`config.mk`:
```
export PLATFORM = sky130hd
export DESIGN_NAME = fwg_host
export DESIGN_NICKNAME = d
export VERILOG_FILES = /design/src/design/fwg_pkg.sv /design/src/design/fwg_cyc_if.sv /design/src/design/fwg_cyc_eng.sv /design/src/design/fwg_host.sv
export SDC_FILE = /design/constraint.sdc
export NUM_CORES = 1
export LEC_CHECK = 0
export BUFFER_PORTS_ARGS = -buffer_cell sky130_fd_sc_hd__clkbuf_2
export CAP_MARGIN = 20
export CORE_MARGIN = 2
export CORE_UTILIZATION = 44
export CTS_CLUSTER_SIZE = 10
export DETAILED_ROUTE_END_ITERATION = 8
export PLACE_DENSITY_LB_ADDON = 0.25
export SLEW_MARGIN = 15
export SYNTH_ARGS = -nofsm -noshare
export SYNTH_HDL_FRONTEND = slang
export SYNTH_HIERARCHICAL = 1
export SYNTH_SLANG_ARGS = --single-unit
```
`constraint.sdc`:
```
create_clock -name i_clk -period 2.55 [get_ports i_clk]
set_clock_uncertainty 0.05 [all_clocks]
set_input_delay 0.3825 -clock i_clk [delete_from_list [all_inputs] [get_ports i_clk]]
set_output_delay 0.3825 -clock i_clk [all_outputs]
set_load 0.05 [all_outputs]
```
`src/design/fwg_pkg.sv`:
```
// Package: flash command codes, query offsets, expected query words, bus timing
package fwg_pkg;
   // Bus widths
   localparam int ADDR_W = 22;
   localparam int DATA_W = 16;
   // Clock and bus timing
   localparam int CLK_PERIOD_NS = 4;
   localparam int STROBE_NS = 40;
   localparam int SETUP_NS = 12;
   localparam int HOLD_NS = 20;
   localparam int STROBE_CYC = (STROBE_NS + CLK_PERIOD_NS - 1) / CLK_PERIOD_NS;
   localparam int SETUP_CYC = (SETUP_NS + CLK_PERIOD_NS - 1) / CLK_PERIOD_NS;
   localparam int HOLD_CYC = (HOLD_NS + CLK_PERIOD_NS - 1) / CLK_PERIOD_NS;
   localparam int CNT_W = 8;
   // Unlock and command cycles
   localparam logic [ADDR_W-1:0] UNLOCK1_ADDR = 22'h000555;
   localparam logic [ADDR_W-1:0] UNLOCK2_ADDR = 22'h0002aa;
   localparam logic [DATA_W-1:0] UNLOCK1_DATA = 16'h00aa;
   localparam logic [DATA_W-1:0] UNLOCK2_DATA = 16'h0055;
   localparam logic [DATA_W-1:0] CMD_ENTER_SECURED = 16'h0088;
   localparam logic [DATA_W-1:0] CMD_EXIT_SECURED = 16'h0090;
   localparam logic [DATA_W-1:0] CMD_EXIT_SECURED2 = 16'h0000;
   localparam logic [DATA_W-1:0] CMD_PROGRAM = 16'h00a0;
   localparam logic [DATA_W-1:0] CMD_RESET = 16'h00f0;
   localparam logic [ADDR_W-1:0] QUERY_ADDR = 22'h000055;
   localparam logic [DATA_W-1:0] CMD_QUERY = 16'h0098;
   // Query table window
   localparam logic [ADDR_W-1:0] QRY_FIRST = 22'h000010;
   localparam logic [ADDR_W-1:0] QRY_LAST = 22'h000026;
   localparam int QRY_N = 23;
   localparam logic [DATA_W-1:0] QRY_TABLE [QRY_N] = '{
      16'h0051, 16'h0052, 16'h0059, 16'h0002, 16'h0000, 16'h0040, 16'h0000,
      16'h0000, 16'h0000, 16'h0000, 16'h0000, 16'h0027, 16'h0036, 16'h0000,
      16'h0000, 16'h0004, 16'h0000, 16'h000a, 16'h0000, 16'h0005, 16'h0000,
      16'h0004, 16'h0000};
   // Host operations
   typedef enum logic [2:0] {
      FWG_OP_READ = 3'h0,
      FWG_OP_QUERY = 3'h1,
      FWG_OP_QUERY_EXIT = 3'h2,
      FWG_OP_ENTER_SEC = 3'h3,
      FWG_OP_EXIT_SEC = 3'h4,
      FWG_OP_PROGRAM = 3'h5,
      FWG_OP_RAW_WRITE = 3'h6
   } fwg_op_t;
endpackage

```
`src/design/fwg_cyc_if.sv`:
```
// Interface: one bus cycle request between sequencer and pin engine
`timescale 1ns/1ns
interface fwg_cyc_if;
   import fwg_pkg::*;
   logic req;
   logic wr;
   logic [ADDR_W-1:0] addr;
   logic [DATA_W-1:0] wdata;
   logic done;
   logic [DATA_W-1:0] rdata;
   modport seq (output req, output wr, output addr, output wdata, input done, input rdata);
   modport eng (input req, input wr, input addr, input wdata, output done, output rdata);
endinterface

```
`src/design/fwg_cyc_eng.sv`:
```
// Pin engine: one chip-enable controlled read or write cycle on the flash pins
`timescale 1ns/1ns
module fwg_cyc_eng
   import fwg_pkg::*;
(
   // Clock and reset
   input wire logic i_clk,
   input wire logic i_rstn,
   // Cycle request
   fwg_cyc_if.eng cyc,
   // Flash pins
   input wire logic [DATA_W-1:0] i_dq_sync,
   output logic [ADDR_W-1:0] o_addr,
   output logic [DATA_W-1:0] o_dq,
   output logic o_dq_oe,
   output logic o_ce_n,
   output logic o_we_n,
   output logic o_oe_n
);
   typedef enum logic [1:0] {E_IDLE = 2'b00, E_SETUP = 2'b01, E_STROBE = 2'b11, E_HOLD = 2'b10}
      fwg_eng_t;
   fwg_eng_t st_q;
   logic [CNT_W-1:0] cnt_q;
   logic wr_q;

   // ****************************************
   // Cycle timing
   // ****************************************
   always_ff @(posedge i_clk or negedge i_rstn) begin
      if (!i_rstn) begin
         st_q <= E_IDLE;
         cnt_q <= '0;
         wr_q <= 1'b0;
      end else begin
         case (st_q)
            E_IDLE: begin
               if (cyc.req) begin
                  wr_q <= cyc.wr;
                  cnt_q <= CNT_W'(SETUP_CYC);
                  st_q <= E_SETUP;
               end
            end
            E_SETUP: begin
               if (cnt_q <= 8'h01) begin
                  cnt_q <= CNT_W'(STROBE_CYC);
                  st_q <= E_STROBE;
               end else cnt_q <= cnt_q - 8'h01;
            end
            E_STROBE: begin
               if (cnt_q <= 8'h01) begin
                  cnt_q <= CNT_W'(HOLD_CYC);
                  st_q <= E_HOLD;
               end else cnt_q <= cnt_q - 8'h01;
            end
            E_HOLD: begin
               if (cnt_q <= 8'h01) st_q <= E_IDLE;
               else cnt_q <= cnt_q - 8'h01;
            end
            default: st_q <= E_IDLE;
         endcase
      end
   end

   // ****************************************
   // Pin drive
   // ****************************************
   always_ff @(posedge i_clk or negedge i_rstn) begin
      if (!i_rstn) begin
         o_addr <= '0;
         o_dq <= '0;
         o_dq_oe <= 1'b0;
         o_ce_n <= 1'b1;
         o_we_n <= 1'b1;
         o_oe_n <= 1'b1;
      end else begin
         if (st_q == E_IDLE && cyc.req) begin
            o_addr <= cyc.addr;
            o_dq <= cyc.wdata;
            o_dq_oe <= cyc.wr;
            o_oe_n <= 1'b1;
            o_we_n <= !cyc.wr;
         end
         if (st_q == E_SETUP && cnt_q <= 8'h01) begin
            o_ce_n <= 1'b0;
            o_oe_n <= wr_q;
         end
         if (st_q == E_STROBE && cnt_q <= 8'h01) begin
            o_ce_n <= 1'b1;
            o_oe_n <= 1'b1;
         end
         if (st_q == E_HOLD && cnt_q <= 8'h01) begin
            o_dq_oe <= 1'b0;
            o_we_n <= 1'b1;
         end
      end
   end

   // ****************************************
   // Completion and read capture
   // ****************************************
   always_ff @(posedge i_clk or negedge i_rstn) begin
      if (!i_rstn) begin
         cyc.done <= 1'b0;
         cyc.rdata <= '0;
      end else begin
         cyc.done <= (st_q == E_HOLD && cnt_q <= 8'h01);
         // Sampled late in strobe; sync adds two cycles, so strobe covers it
         if (st_q == E_STROBE && cnt_q <= 8'h01 && !wr_q) cyc.rdata <= i_dq_sync;
      end
   end
endmodule // fwg_cyc_eng

```
`src/design/fwg_host.sv`:
```
// Host controller: command sequences and query readout for the flash write guard
`timescale 1ns/1ns
module fwg_host
   import fwg_pkg::*;
(
   // Clock and reset
   input wire logic i_clk,
   input wire logic i_rstn,
   // Command port
   input wire logic i_op_valid,
   input wire fwg_op_t i_op,
   input wire logic [ADDR_W-1:0] i_op_addr,
   input wire logic [DATA_W-1:0] i_op_data,
   output logic o_op_ready,
   output logic o_rd_valid,
   output logic [DATA_W-1:0] o_rd_data,
   output logic o_query_ok,
   output logic o_query_mode,
   output logic o_secured_mode,
   // Flash pins
   input wire logic [DATA_W-1:0] i_dq,
   output logic [ADDR_W-1:0] o_addr,
   output logic [DATA_W-1:0] o_dq,
   output logic o_dq_oe,
   output logic o_ce_n,
   output logic o_we_n,
   output logic o_oe_n
);
   typedef enum logic [1:0] {S_IDLE = 2'b00, S_ISSUE = 2'b01, S_WAIT = 2'b11, S_NEXT = 2'b10}
      fwg_seq_t;
   localparam int STEP_W = 5;

   fwg_seq_t st_q;
   fwg_op_t op_q;
   logic [ADDR_W-1:0] addr_q;
   logic [DATA_W-1:0] data_q;
   logic [STEP_W-1:0] step_q;
   logic [STEP_W-1:0] last_step;
   logic [DATA_W-1:0] dq_meta_q;
   logic [DATA_W-1:0] dq_sync_q;
   logic qok_q;
   logic cyc_wr;
   logic [ADDR_W-1:0] cyc_addr;
   logic [DATA_W-1:0] cyc_data;
   fwg_cyc_if cyc ();

   // ****************************************
   // Data pin synchroniser
   // ****************************************
   always_ff @(posedge i_clk or negedge i_rstn) begin
      if (!i_rstn) begin
         dq_meta_q <= '0;
         dq_sync_q <= '0;
      end else begin
         dq_meta_q <= i_dq;
         dq_sync_q <= dq_meta_q;
      end
   end

   // ****************************************
   // Cycle list per operation
   // ****************************************
   always_comb begin
      cyc_wr = 1'b1;
      cyc_addr = UNLOCK1_ADDR;
      cyc_data = UNLOCK1_DATA;
      last_step = '0;
      case (op_q)
         FWG_OP_READ: begin
            cyc_wr = 1'b0;
            cyc_addr = addr_q;
         end
         FWG_OP_QUERY: begin
            last_step = STEP_W'(QRY_N);
            if (step_q == '0) begin
               cyc_addr = QUERY_ADDR;
               cyc_data = CMD_QUERY;
            end else begin
               cyc_wr = 1'b0;
               cyc_addr = QRY_FIRST + ADDR_W'(step_q - 5'd1);
            end
         end
         FWG_OP_QUERY_EXIT, FWG_OP_RAW_WRITE: begin
            cyc_addr = (op_q == FWG_OP_RAW_WRITE) ? addr_q : '0;
            cyc_data = (op_q == FWG_OP_RAW_WRITE) ? data_q : CMD_RESET;
         end
         default: begin
            last_step = (op_q == FWG_OP_EXIT_SEC || op_q == FWG_OP_PROGRAM) ? 5'd3 : 5'd2;
            case (step_q)
               5'd0: ;
               5'd1: begin
                  cyc_addr = UNLOCK2_ADDR;
                  cyc_data = UNLOCK2_DATA;
               end
               5'd2: begin
                  cyc_data = (op_q == FWG_OP_ENTER_SEC) ? CMD_ENTER_SECURED :
                             (op_q == FWG_OP_EXIT_SEC) ? CMD_EXIT_SECURED : CMD_PROGRAM;
               end
               default: begin
                  cyc_addr = (op_q == FWG_OP_PROGRAM) ? addr_q : '0;
                  cyc_data = (op_q == FWG_OP_PROGRAM) ? data_q : CMD_EXIT_SECURED2;
               end
            endcase
         end
      endcase
   end

   assign cyc.req = (st_q == S_ISSUE);
   assign cyc.wr = cyc_wr;
   assign cyc.addr = cyc_addr;
   assign cyc.wdata = cyc_data;

   // ****************************************
   // Sequencer
   // ****************************************
   always_ff @(posedge i_clk or negedge i_rstn) begin
      if (!i_rstn) begin
         st_q <= S_IDLE;
         op_q <= FWG_OP_READ;
         addr_q <= '0;
         data_q <= '0;
         step_q <= '0;
         o_op_ready <= 1'b0;
      end else begin
         case (st_q)
            S_IDLE: begin
               o_op_ready <= 1'b1;
               if (i_op_valid && o_op_ready) begin
                  op_q <= i_op;
                  addr_q <= i_op_addr;
                  data_q <= i_op_data;
                  step_q <= '0;
                  o_op_ready <= 1'b0;
                  st_q <= S_ISSUE;
               end
            end
            S_ISSUE: st_q <= S_WAIT;
            S_WAIT: if (cyc.done) st_q <= S_NEXT;
            S_NEXT: begin
               if (step_q == last_step) st_q <= S_IDLE;
               else begin
                  step_q <= step_q + 5'd1;
                  st_q <= S_ISSUE;
               end
            end
            default: st_q <= S_IDLE;
         endcase
      end
   end

   // ****************************************
   // Read return and query check
   // ****************************************
   always_ff @(posedge i_clk or negedge i_rstn) begin
      if (!i_rstn) begin
         o_rd_valid <= 1'b0;
         o_rd_data <= '0;
         qok_q <= 1'b1;
         o_query_ok <= 1'b0;
      end else begin
         o_rd_valid <= (st_q == S_WAIT && cyc.done && !cyc_wr);
         if (st_q == S_WAIT && cyc.done && !cyc_wr) o_rd_data <= cyc.rdata;
         if (st_q == S_IDLE && i_op_valid && o_op_ready && i_op == FWG_OP_QUERY) begin
            qok_q <= 1'b1;
            o_query_ok <= 1'b0;
         end
         if (st_q == S_WAIT && cyc.done && op_q == FWG_OP_QUERY && step_q != '0 &&
             cyc.rdata != QRY_TABLE[step_q - 5'd1]) begin
            qok_q <= 1'b0;
         end
         if (st_q == S_NEXT && op_q == FWG_OP_QUERY && step_q == last_step) o_query_ok <= qok_q;
      end
   end

   // ****************************************
   // Mode tracking
   // ****************************************
   always_ff @(posedge i_clk or negedge i_rstn) begin
      if (!i_rstn) begin
         o_query_mode <= 1'b0;
         o_secured_mode <= 1'b0;
      end else if (st_q == S_NEXT && step_q == last_step) begin
         if (op_q == FWG_OP_QUERY) o_query_mode <= 1'b1;
         else if (op_q == FWG_OP_QUERY_EXIT) o_query_mode <= 1'b0;
         if (op_q == FWG_OP_ENTER_SEC) o_secured_mode <= 1'b1;
         else if (op_q == FWG_OP_EXIT_SEC) o_secured_mode <= 1'b0;
      end
   end

   fwg_cyc_eng u_eng (
      .i_clk(i_clk),
      .i_rstn(i_rstn),
      .cyc(cyc),
      .i_dq_sync(dq_sync_q),
      .o_addr(o_addr),
      .o_dq(o_dq),
      .o_dq_oe(o_dq_oe),
      .o_ce_n(o_ce_n),
      .o_we_n(o_we_n),
      .o_oe_n(o_oe_n)
   );
endmodule // fwg_host

```
==> flow_summary.json <==
{
  "layout-drive-gt1-share_pct": 37.87,
  "groute.usage.overall_pct": 20.09,
  "synth_top_area_cell": "dfrtp_1",
  "cts.sinks": 172,
  "leakagePower_nw": 4.950,
  "dr.pass1.iters": 5,
  "rsz0062_at_grt": "no",
  "routed_via_density": 5.429,
  "p_sw_mw": 1.230,
  "cp-end-kind": "flip-flop",
  "final_nets": 895,
  "area_growth_pct": 22.80,
  "netlist_instances": 666,
  "dr.first_iter.drc_count": 440,
  "syn_avg_cell_area_um2": 11.95,
  "intPower_mw": 4.186,
  "synthTopCellsByArea": "dfrtp_1, mux2_2, nand2_1",
  "crit_type": "reg -> reg",
  "setup_violations": 0,
  "total_power_mw": 5.417,
  "worstPathCellList": "or4_4 > or4_1 > or3_1 > buf_12 > mux2_4",
  "htree_levels": 4,
  "path_clk_slew_ns": 0.07,
  "period_minus_slack_ns": 2.486,
  "grt_pass1_wl_mm": 31.22,
  "grt_pass1_vias": 6191,
  "irDropWorstVdd_mv": 0.4473,
  "grt_overflow": 0,
  "n_antenna_cell": 0,
  "wire_per_inst_um": 17.28,
  "dp_cells": 1021,
  "period_share_pct": 97.50,
  "place_hpwl_mm": 13.25,
  "combPwrFrac_pct": 2.3,
  "io_pins": 123,
  "worstPathMaxFanout": 16,
  "fin_setup_tns_ns": 0,
  "worstSetupStartpointType": "flip-flop",
  "slew_headroom_pct": 53.25,
  "hold_viol": 0,
  "io_buffers": 122,
  "worst_path_largest_cell_delay_ns": 0.55,
  "clockBufferDepth": 2,
  "worst-path-buf-inv": 1,
  "yosys.cell_count.top_type": "dfrtp_1",
  "die-area_um2": 19180,
  "maxSlewViolCount": 0,
  "synth_top_area_share_pct": 52.82,
  "synth-seq-cells": 172,
  "rows": 49,
  "ctsRootBufferMaster": "clkbuf_16",
  "min_path_type": "in -> reg",
  "p_sw_share_pct": 22.71,
  "whs_ns": 0.01982,
  "vias": 5787,
  "start_util_pct": 44.61,
  "yosysWarnings": 6,
  "coreArea_um2": 17840,
  "die_w_um": 138.5,
  "drt_wl_total_mm": 18.42,
  "antenna_found_initial": 0,
  "cts_tree": "yes",
  "arrival_ns": 2.75,
  "dp_worst_setup_slack_ns": 0.06227,
  "cp_top_family": "simple AND/OR/NAND/NOR gates",
  "syn_nets": 736,
  "ys_types": 75,
  "synthArstFlopShare_pct": 100.0,
  "die_h_um": 138.5,
  "syn_area_um2": 7959,
  "cp.required_ns": 2.81,
  "ys_seq_area_share_pct": 54.14,
  "synth-edff-count": 0,
  "finalNonFillerCells": 1066,
  "antenna_left": 0,
  "p_clk_share_pct": 46.8,
  "power_density_nw_per_um2": 554.3,
  "finalWorstSetupSlack_ns": 0.06367,
  "pwr-share-seq_pct": 50.9,
  "synthTopCellsByCount": "dfrtp_1, mux2_2, nand2_1",
  "clock_latency_ns": 0.43,
  "synth-main-ff-cell": "dfrtp_1",
  "max-cap-violations": 0,
  "numCtsBuffers": 17,
  "drc": 0,
  "outcome": "finished, final reports clean",
  "grt_max_degree": 80,
  "tightestPinTransition_ns": 0.7012,
  "slowest_stage": "or4_4",
  "routabilityCongestion": 0.8861,
  "fmax_mhz": 402.2
}
[flip-flops by register name, summed over array words and instances, names as in the netlist, 3 cells and up]
name / count
data_q: 16
op_q: 3
u_eng/cyc.rdata: 16
dq_meta_q: 16
addr_q: 22
u_eng/cnt_q: 8
step_q: 5
u_eng/o_dq: 16
o_rd_data: 16
u_eng/o_addr: 22
dq_sync_q: 16
[per-layer routing]
layer,track usage [%],vias up,share of wire [%]
li1,-,2714,-
met4,6.606,0,1.5
met1,25.26,2910,42
met3,4.260,22,4.2
met5,0,-,0
met2,34.76,141,52
[per-stage QoR]
stage          util, %  area (um2)
4_1_cts          54.65        9751
3_5_place_dp     50.68        9042
6_report         54.78        9773
5_1_grt          54.78        9773
3_3_place_gp     50.68        9042
2_1_floorplan        -        7971
[power groups by stage]
stage	clock network (mW)	registers (mW)	logic [mW]
2_1_floorplan	0	2.81	0.00181
3_3_place_gp	0	2.81	0.108
3_5_place_dp	0	2.81	0.113
4_1_cts	2.60	2.76	0.128
5_1_grt	2.72	2.76	0.143
6_report	2.53	2.76	0.123
[what timing repair did]
item / CTS / global route
setup endpoints to repair: 0 / 12
gates resized for setup: 0 / 2
buffers inserted: 0 / 0
endpoints found under the hold margin: 86 / 1
hold buffers: 13 / 1
[cell type report]
cell class	count	area (um2)
Tap cell	229	286.5
Sequential cell	172	4309
Timing Repair Buffer	178	1122
Fill cell	1531	8068
Multi-Input combinational cell	442	3425
Clock buffer	17	425.4
Inverter	14	52.55
Clock inverter	14	152.6
[cell usage in the layout (no fill, tap or decap), types with 10 or more instances in the layout]
cell type        n
dfrtp_1        168
clkbuf_2       121
mux2_2          88
nand2_1         52
buf_4           38
nor2_1          32
a21oi_1         24
o21ai_0         24
mux2_1          17
clkbuf_16       17
a21o_1          16
dlygate4sd3_1   14
and2_1          13
inv_1           11
nand3_1         10
mux2_4          10
[cell families (layout without fill, tap and decap cells)]
| group | count (synthesis) | after routing | synth area share (%) |
|---|---|---|---|
| AOI/OAI and AO/OA | 135 | 135 | 11.59 |
| xor gates and xnor gates | 10 | 10 | 1.195 |
| adders and majority gates | 13 | 13 | 1.949 |
| buffers and inverters | 52 | 223 | 3.175 |
| DFF | 172 | 172 | 54.14 |
| muxes | 119 | 119 | 17.25 |
| and+or+nand+nor | 165 | 165 | 10.71 |
[path summary, 6_finish.rpt]
path | startpoint | end | slack (ns) | cells after the start
worst max-delay path | u_eng/cnt_q[2] | u_eng/cyc.rdata[4] | 0.06 | 5
max in group asynchronous | i_rstn | u_eng/o_oe_n | 1.17 | 3
worst min-delay path | i_dq[2] | dq_meta_q[2] | 0.02 | 1
worst min register to register | dq_meta_q[9] | dq_sync_q[9] | 0.30 | 0
worst max register to register | u_eng/cnt_q[2] | u_eng/cyc.rdata[4] | 0.06 | 5
min in group asynchronous | i_rstn | o_rd_data[14] | 0.49 | 2
No activity file was read; power rests on OpenSTA's default activity.
